$ cat config.mk
export PLATFORM = sky130hd
export DESIGN_NAME = srl_latch_ctrl
export DESIGN_NICKNAME = d
export VERILOG_FILES = /design/src/hw/srl_pkg.sv /design/src/hw/srl_div_if.sv /design/src/hw/srl_divider.sv /design/src/hw/srl_latch_ctrl.sv
export VERILOG_INCLUDE_DIRS = /design/src /design/src/hw
export SDC_FILE = /design/constraint.sdc
export NUM_CORES = 1
export LEC_CHECK = 0
export BUFFER_PORTS_ARGS = -buffer_cell sky130_fd_sc_hd__buf_2
export CAP_MARGIN = 20
export CORE_MARGIN = 2
export CORE_UTILIZATION = 43
export CTS_CLUSTER_SIZE = 8
export DETAILED_ROUTE_END_ITERATION = 16
export GPL_ROUTABILITY_DRIVEN = 0
export PLACE_DENSITY = 0.72
export SLEW_MARGIN = 20
export SYNTH_ARGS = -nofsm -noshare
export SYNTH_HDL_FRONTEND = slang
export SYNTH_SLANG_ARGS = --single-unit
$ cat constraint.sdc
create_clock -name REF_CLK_I -period 2 [get_ports REF_CLK_I]
set_clock_uncertainty 0.15 [all_clocks]
set_input_delay 0.1 -clock REF_CLK_I [delete_from_list [all_inputs] [get_ports REF_CLK_I]]
set_output_delay 0.1 -clock REF_CLK_I [all_outputs]
set_load 0.05 [all_outputs]
$ cat src/hw/srl_latch_cfg.svh
// Offsets, field positions, reset values and timing counts of the latch
// How it works
// - True and complement outputs may both drive pins, each own enable.
// - Reset leaves latch state undefined; firmware sets it before outputs.
// - Divider emits one-cycle pulse every 4..512 cycles per select code.
// - Module enable bit 1 enables; when 0 no output reaches a pin.
// - Enabled and true enable set: true latch output drives its pin.
// - Enabled and complement enable set: complement output drives pin.
// - Writing 1 to software set pulses set input one cycle.
// - Writing 1 to software reset pulses reset input one cycle.
// - Software set and reset bits always read back as zero.
// - Pin set enable: latch sets while external input pin high.
// - Clock set enable: each divider pulse pulses the set input.
// - Comparator set enable: latch sets while comparator output high.
// - Pin reset enable: latch resets while external input pin high.
// - Clock reset enable: each divider pulse pulses the reset input.
// - Comparator reset enable: latch resets while comparator high.
// - Reserved source-select bits read zero; software writes them zero.
// - Latch is reset-dominant when set and reset both asserted.
`ifndef SRL_LATCH_CFG_SVH
`define SRL_LATCH_CFG_SVH

`define SRL_OFS_MAIN 12'h000
`define SRL_OFS_SRC 12'h004
`define SRL_OFS_STAT 12'h008

`define SRL_MAIN_RST 8'h00
`define SRL_SRC_RST 8'h00
`define SRL_SRC_WMASK 8'hDD

`define SRL_B_MOD_EN 7
`define SRL_B_DIV_HI 6
`define SRL_B_DIV_LO 4
`define SRL_B_TRUE_EN 3
`define SRL_B_COMP_EN 2
`define SRL_B_SW_SET 1
`define SRL_B_SW_RST 0

`define SRL_B_PIN_SET 7
`define SRL_B_CLK_SET 6
`define SRL_B_CMP_SET 4
`define SRL_B_PIN_RST 3
`define SRL_B_CLK_RST 2
`define SRL_B_CMP_RST 0

`define SRL_B_ST_LATCH 0
`define SRL_B_ST_DIV 1

`define SRL_DIV_BASE 10'h004
`define SRL_DIV_W 10

`endif

$ cat src/hw/srl_pkg.sv
// Types shared by the latch control files
package srl_pkg;
   typedef logic [7:0] srl_byte_t;
   typedef logic [2:0] srl_div_sel_t;
   typedef logic [9:0] srl_div_cnt_t;
endpackage : srl_pkg

$ cat src/hw/srl_div_if.sv
// Link between the latch control and its clock divider
`timescale 1ns/1ns
`default_nettype none
interface srl_div_if;
   srl_pkg::srl_div_sel_t sel;
   logic pulse;
   modport ctrl (output sel, input pulse);
   modport div (input sel, output pulse);
endinterface : srl_div_if
`default_nettype wire

$ cat src/hw/srl_divider.sv
// Programmable divider giving a one-cycle pulse every 4 to 512 cycles
`timescale 1ns/1ns
`default_nettype none
`include "srl_latch_cfg.svh"
module srl_divider (
   input wire logic clk_i,
   input wire logic rst_i,
   srl_div_if.div dv
);
   srl_pkg::srl_div_cnt_t cnt_r;
   srl_pkg::srl_div_cnt_t term;
   logic pulse_r;

   function automatic srl_pkg::srl_div_cnt_t div_last(
      input srl_pkg::srl_div_sel_t s);
      div_last = srl_pkg::srl_div_cnt_t'((`SRL_DIV_BASE << s) - 10'h001);
   endfunction : div_last

   assign term = div_last(dv.sel);

   // Period count
   // Compare with >= so a shorter select never strands the count
   always_ff @(posedge clk_i or posedge rst_i) begin
      if (rst_i) begin
         cnt_r <= 10'h000;
      end else if (cnt_r >= term) begin
         cnt_r <= 10'h000;
      end else begin
         cnt_r <= cnt_r + 10'h001;
      end
   end

   always_ff @(posedge clk_i or posedge rst_i) begin
      if (rst_i) begin
         pulse_r <= 1'b0;
      end else begin
         pulse_r <= (cnt_r >= term);
      end
   end

   assign dv.pulse = pulse_r;
endmodule : srl_divider
`default_nettype wire

$ cat src/hw/srl_latch_ctrl.sv
// Set/reset latch control with APB register access
`timescale 1ns/1ns
`default_nettype none
`include "srl_latch_cfg.svh"
module srl_latch_ctrl (
   input wire logic REF_CLK_I,
   input wire logic RESET_I,
   input wire logic PSEL_I,
   input wire logic PENABLE_I,
   input wire logic PWRITE_I,
   input wire logic [11:0] PADDR_I,
   input wire logic [31:0] PWDATA_I,
   input wire logic [3:0] PSTRB_I,
   output logic [31:0] PRDATA_O,
   output logic PREADY_O,
   output logic PSLVERR_O,
   input wire logic EXTERNAL_SETRESET_INPUT_I,
   input wire logic FIRST_COMPARATOR_I,
   output logic TRUE_OUTPUT_PIN_O,
   output logic TRUE_OUTPUT_PIN_OE_N_O,
   output logic COMPLEMENT_OUTPUT_PIN_O,
   output logic COMPLEMENT_OUTPUT_PIN_OE_N_O
);

   ////////////////////////////////////////////////////////////////////////
   // Declarations

   srl_pkg::srl_byte_t main_r;
   srl_pkg::srl_byte_t src_r;
   logic sw_set_r;
   logic sw_rst_r;
   logic pin_s1_r;
   logic pin_s2_r;
   logic cmp_s1_r;
   logic cmp_s2_r;
   logic latch_r;
   logic latch_nxt;
   logic set_comb;
   logic rst_comb;
   logic div_seen_r;
   logic pready_r;
   logic pslverr_r;
   logic [31:0] prdata_r;
   logic true_pin_r;
   logic true_oe_n_r;
   logic comp_pin_r;
   logic comp_oe_n_r;
   logic apb_done;
   logic wr_main;
   logic wr_src;
   logic mapped;
   logic strb0;

   srl_div_if dif ();

   ////////////////////////////////////////////////////////////////////////
   // Helpers

   function automatic logic addr_hit(
      input logic [11:0] a,
      input logic [11:0] ofs);
      addr_hit = (a == ofs);
   endfunction : addr_hit

   ////////////////////////////////////////////////////////////////////////
   // APB decode

   // Access phase completes on the edge where pready is seen high
   assign apb_done = PSEL_I & PENABLE_I & pready_r;
   assign mapped = addr_hit(PADDR_I, `SRL_OFS_MAIN)
      | addr_hit(PADDR_I, `SRL_OFS_SRC)
      | addr_hit(PADDR_I, `SRL_OFS_STAT);
   // Only the low byte lane holds data
   assign strb0 = PSTRB_I[0];
   assign wr_main = apb_done & PWRITE_I & strb0
      & addr_hit(PADDR_I, `SRL_OFS_MAIN);
   assign wr_src = apb_done & PWRITE_I & strb0
      & addr_hit(PADDR_I, `SRL_OFS_SRC);

   // One wait state: ready rises in the second access cycle
   always_ff @(posedge REF_CLK_I or posedge RESET_I) begin
      if (RESET_I) begin
         pready_r <= 1'b0;
      end else if (PSEL_I & PENABLE_I & ~pready_r) begin
         pready_r <= 1'b1;
      end else begin
         pready_r <= 1'b0;
      end
   end

   // Unmapped addresses answer with an error, no side effect
   always_ff @(posedge REF_CLK_I or posedge RESET_I) begin
      if (RESET_I) begin
         pslverr_r <= 1'b0;
      end else if (PSEL_I & PENABLE_I & ~pready_r) begin
         pslverr_r <= ~mapped;
      end else begin
         pslverr_r <= 1'b0;
      end
   end

   // Read data is captured with ready
   always_ff @(posedge REF_CLK_I or posedge RESET_I) begin
      if (RESET_I) begin
         prdata_r <= 32'h0000_0000;
      end else if (PSEL_I & PENABLE_I & ~pready_r & ~PWRITE_I) begin
         prdata_r <= 32'h0000_0000;
         if (addr_hit(PADDR_I, `SRL_OFS_MAIN)) begin
            prdata_r[7:0] <= main_r & 8'hFC;
         end else if (addr_hit(PADDR_I, `SRL_OFS_SRC)) begin
            prdata_r[7:0] <= src_r & `SRL_SRC_WMASK;
         end else if (addr_hit(PADDR_I, `SRL_OFS_STAT)) begin
            // Latch bit is unknown until the first set or reset from any source
            prdata_r[`SRL_B_ST_LATCH] <= latch_r;
            prdata_r[`SRL_B_ST_DIV] <= div_seen_r;
         end
      end
   end

   ////////////////////////////////////////////////////////////////////////
   // Control registers

   always_ff @(posedge REF_CLK_I or posedge RESET_I) begin
      if (RESET_I) begin
         main_r <= `SRL_MAIN_RST;
      end else if (wr_main) begin
         main_r <= PWDATA_I[7:0] & 8'hFC;
      end
   end

   always_ff @(posedge REF_CLK_I or posedge RESET_I) begin
      if (RESET_I) begin
         src_r <= `SRL_SRC_RST;
      end else if (wr_src) begin
         src_r <= PWDATA_I[7:0] & `SRL_SRC_WMASK;
      end
   end

   always_ff @(posedge REF_CLK_I or posedge RESET_I) begin
      if (RESET_I) begin
         sw_set_r <= 1'b0;
      end else begin
         sw_set_r <= wr_main & PWDATA_I[`SRL_B_SW_SET];
      end
   end

   always_ff @(posedge REF_CLK_I or posedge RESET_I) begin
      if (RESET_I) begin
         sw_rst_r <= 1'b0;
      end else begin
         sw_rst_r <= wr_main & PWDATA_I[`SRL_B_SW_RST];
      end
   end

   ////////////////////////////////////////////////////////////////////////
   // Input synchronisers

   always_ff @(posedge REF_CLK_I or posedge RESET_I) begin
      if (RESET_I) begin
         pin_s1_r <= 1'b0;
         pin_s2_r <= 1'b0;
      end else begin
         pin_s1_r <= EXTERNAL_SETRESET_INPUT_I;
         pin_s2_r <= pin_s1_r;
      end
   end

   // Comparator may change at any time relative to this clock
   always_ff @(posedge REF_CLK_I or posedge RESET_I) begin
      if (RESET_I) begin
         cmp_s1_r <= 1'b0;
         cmp_s2_r <= 1'b0;
      end else begin
         cmp_s1_r <= FIRST_COMPARATOR_I;
         cmp_s2_r <= cmp_s1_r;
      end
   end

   ////////////////////////////////////////////////////////////////////////
   // Divider

   assign dif.sel = main_r[`SRL_B_DIV_HI:`SRL_B_DIV_LO];

   srl_divider u_div (
      .clk_i(REF_CLK_I),
      .rst_i(RESET_I),
      .dv(dif.div)
   );

   // Sticky indication that the divider has ticked since the last status read
   always_ff @(posedge REF_CLK_I or posedge RESET_I) begin
      if (RESET_I) begin
         div_seen_r <= 1'b0;
      end else if (dif.pulse) begin
         div_seen_r <= 1'b1;
      end else if (apb_done & ~PWRITE_I
            & addr_hit(PADDR_I, `SRL_OFS_STAT)) begin
         div_seen_r <= 1'b0;
      end
   end

   ////////////////////////////////////////////////////////////////////////
   // Latch core

   always_comb begin
      set_comb = sw_set_r;
      set_comb = set_comb | (src_r[`SRL_B_PIN_SET] & pin_s2_r);
      set_comb = set_comb | (src_r[`SRL_B_CLK_SET] & dif.pulse);
      set_comb = set_comb | (src_r[`SRL_B_CMP_SET] & cmp_s2_r);
   end

   always_comb begin
      rst_comb = sw_rst_r;
      rst_comb = rst_comb | (src_r[`SRL_B_PIN_RST] & pin_s2_r);
      rst_comb = rst_comb | (src_r[`SRL_B_CLK_RST] & dif.pulse);
      rst_comb = rst_comb | (src_r[`SRL_B_CMP_RST] & cmp_s2_r);
   end

   always_comb begin
      if (rst_comb) begin
         latch_nxt = 1'b0;
      end else if (set_comb) begin
         latch_nxt = 1'b1;
      end else begin
         latch_nxt = latch_r;
      end
   end

   // No reset term: state stays unknown until first set or reset
   always_ff @(posedge REF_CLK_I) begin
      latch_r <= latch_nxt;
   end

   ////////////////////////////////////////////////////////////////////////
   // Output pins

   // True pin gated by its own enable
   always_ff @(posedge REF_CLK_I or posedge RESET_I) begin
      if (RESET_I) begin
         true_pin_r <= 1'b0;
         true_oe_n_r <= 1'b1;
      end else if (main_r[`SRL_B_MOD_EN] & main_r[`SRL_B_TRUE_EN]) begin
         true_pin_r <= latch_nxt;
         true_oe_n_r <= 1'b0;
      end else begin
         true_pin_r <= 1'b0;
         true_oe_n_r <= 1'b1;
      end
   end

   // Complement pin gated by its own enable
   always_ff @(posedge REF_CLK_I or posedge RESET_I) begin
      if (RESET_I) begin
         comp_pin_r <= 1'b0;
         comp_oe_n_r <= 1'b1;
      end else if (main_r[`SRL_B_MOD_EN] & main_r[`SRL_B_COMP_EN]) begin
         comp_pin_r <= ~latch_nxt;
         comp_oe_n_r <= 1'b0;
      end else begin
         comp_pin_r <= 1'b0;
         comp_oe_n_r <= 1'b1;
      end
   end

   ////////////////////////////////////////////////////////////////////////
   // Port drive

   assign PRDATA_O = prdata_r;
   assign PREADY_O = pready_r;
   assign PSLVERR_O = pslverr_r;
   assign TRUE_OUTPUT_PIN_O = true_pin_r;
   assign TRUE_OUTPUT_PIN_OE_N_O = true_oe_n_r;
   assign COMPLEMENT_OUTPUT_PIN_O = comp_pin_r;
   assign COMPLEMENT_OUTPUT_PIN_OE_N_O = comp_oe_n_r;

endmodule : srl_latch_ctrl
`default_nettype wire

==> results.yml <==
placement:
  port-buffer-count: 41
  dpl.hpwl_um: 3150
  place_inst: 315
sta:
  slew_headroom: 0.577
  finalSetupViolCount: 0
  period_needed_ps: 1920
  hold_violations: 0
  slew_viol_final: 0
  fmax_ghz: 0.520
  final.period_utilization: 0.961
  worstMarginPinSlew_ps: 633
grt:
  grt_overflow: 0
  grt_use_total: 0.163
  grt_pass1_vias: 1635
  grt_max_degree: 45
  antenna_found_initial: 0
  grt_pass1_wl_um: 7630
synth:
  avgSynthCellArea_um2: 11.3
  synth.distinct_cells: 38
  synth_flop_cell: "dfrtp_1"
  syn_area_mm2: 0.00228
  synth_top_cell_by_area: "dfrtp_1"
  synth_most_common_cell: "dfrtp_1"
  ys_ff_latch: 45
  synthMuxAreaShare: 0.0791
  synth_edf_count: 0
  synth_top_family_by_area: "simple AND/OR/NAND/NOR gates"
  yosysSeqAreaShare: 0.493
  yosys.area_share.simple: 0.158
  netlist.area_leader.share: 0.462
  yosys.area_share.xor_xnor: 0.0308
  yosysWarnings: 0
  synthArstFlopShare: 0.978
  synth_cells: 202
  yosys-top-cells-area: "dfrtp_1 46%, buf_4 8.2%, mux2_4 7.9%"
  synth_common_cells: "42 x dfrtp_1, 25 x buf_4, 13 x nand2_1, 13 x nor2_1, 12 x mux2_4"
  synth_compound_area_frac: 0.0808
  synth_fa_ha_area_frac: 0.0495
clock_network:
  cts_inserted_buffers: 5
  clkTransAtPathRegs_ps: 90
  clock_latency_ps: 300
  cts_root_buffer: "clkbuf_8"
  cts_tree: "built"
  h-tree-depth: 2
  cts_buffer_depth: 2
  clock-sinks: 45
pwr:
  swShare: 0.332
  combPwrFrac: 0.230
  intPower_mw: 1.41
  p_leak_nw: 1.43
  p_switching_mw: 0.700
  vdd_drop_max_v: 0.000494
  p_clk_frac: 0.280
  power_density_mw_per_mm2: 730
  seqPwrFrac: 0.489
final_layout:
  fin_nets: 336
  n_fill_cell: 471
  fin_util: 0.565
  drive_above_1_share: 0.344
  n_antenna_cell: 0
  synthToLayoutAreaGrowth_pct: 26.7
  final_cells: 343
detailed_routing:
  wl_per_cell_um: 13.8
  route.detailed.drc: 0
  routed_wl_um: 4730
  drt.antenna.violating_nets: 0
  drt_iter0_drc: 68
  vias: 1629
  drt-pass1-iter-count: 4
  viasPerCell: 4.75
critical_path:
  crit_required_ps: 2070
  rr_worst_depth: 6
  reg2reg_from: "main_r[6]"
  r2r-end: "u_div.cnt_r[7]"
  crit_path_start_kind: "flip-flop"
  path_class: "flip-flop to flip-flop"
  critPathLaunch: "main_r[6]"
  critPathMaxFanout: 7
  cp-end-kind: "flip-flop"
  crit_end: "u_div.cnt_r[7]"
  cp.arrival_ps: 1990
  r2r_slack_ps: 80
flow_run:
  cap_violations: 0
die:
  die_w_um: 76.8
  core_mm2: 0.00511
  die_area_mm2: 0.00589
  start_util: 0.446
  ioPinCount: 93
  row_count: 26
  die_height_um: 76.8
worst_hold_path:
  hp-class: "primary input to flip-flop"
outcome:
  status: "completed"
[cell type report]
| cell class | instances | area (um2) | share of cell area |
|---|---|---|---|
| tap | 70 | 87.6 | 0.0304 |
| timing repair buffer | 71 | 473 | 0.164 |
| clock inverter | 3 | 25.0 | 0.00867 |
| sequential | 45 | 1130 | 0.391 |
| clock buffer | 5 | 68.8 | 0.0239 |
| multi-input combinational | 143 | 1080 | 0.374 |
| inverter | 6 | 22.5 | 0.00781 |
[logic make-up after synthesis]
kind of cell	count (synthesis)
muxes	12
DFF	45
and+or+nand+nor	66
AOI/OAI and AO/OA	23
other	2
adders and majority gates	9
xor gates and xnor gates	8
buffers and inverters	37
[timing repair]
action / in CTS / in global routing
buffers inserted: 1 / 0
endpoints found under the setup margin: 6 / 13
hold buffers: 18 / 0
hold endpoints to repair: 61 / 0
cloned: 1 / 0
pin swaps: 0 / 1
gates resized for setup: 5 / 13
[how the worst min path moves through the flow]
stage,startpoint,to,slack [ps],depth (start not counted)
2_1_floorplan,FIRST_COMPARATOR_I,cmp_s1_r,-20,0
3_3_place_gp,FIRST_COMPARATOR_I,cmp_s1_r,60,1
3_5_place_dp,FIRST_COMPARATOR_I,cmp_s1_r,60,1
4_1_cts,PADDR_I[3],PSLVERR_O,9,3
5_1_grt,PADDR_I[3],PSLVERR_O,40,3
6_report,PADDR_I[3],PSLVERR_O,4,3
[flip-flops by register name, summed over array words and instances, names as in the netlist, 6 cells and up]
| signal | cells |
|---|---|
| u_div.cnt_r | 10 |
| PRDATA_O | 8 |
| main_r | 6 |
| src_r | 6 |
[per-stage QoR]
stage	setup TNS [ps]	power (mW)	hold WS (ps)	area [um2]	setup slack (ps)
finish	0	2.11	3.59	2890	77.3
global route	-107	2.23	35.0	2890	-58.7
CTS	0	2.08	9.34	2820	13.1
detailed placement	-1820	1.47	60.5	2520	-172
global placement	-1650	1.46	60.6	2520	-161
floorplan	-532	1.40	-18.6	2380	-78.4
[worst max-delay path, cell delays in order, from the launching register on]
cell	delay, ps
dfrtp_2	440
nand2_1	90
ha_1	290
and3_4	210
a221oi_4	300
buf_4	190
nor3b_1	170
[layout by cell type (no fill, tap or decap), types with 4 or more instances in the layout]
cell type      synthesis  final
and2_0                 5      5
buf_4                 25     11
mux2_4                12     12
buf_2                  0     42
nor2_1                13     13
nor3b_2                0      4
xnor2_1                5      5
clkbuf_8               0      5
dfrtp_1               42     38
ha_1                   9      9
inv_1                  6      6
or4_4                  2      4
nand3_1                8      8
conb_1                 2     25
a221o_1                5      5
dfrtp_2                0      4
dlygate4sd3_1          0     18
nand2_1               13     13
[power groups by stage]
stage               Sequential [mW]  Clock (mW)  Combinational [mW]
floorplan                      1.04           0               0.354
CTS                            1.03       0.602               0.454
finish                         1.03       0.590               0.485
detailed placement             1.05           0               0.422
global route                   1.04       0.641               0.549
global placement               1.04           0               0.412
[metal layers]
layer	routed length, um	up-vias	global-route usage
li1	-	800	-
met3	206	7	0.0306
met2	2430	42	0.274
met5	0	-	0
met1	2030	780	0.211
met4	64	0	0.0600
Power figures use the tool's default switching activity.
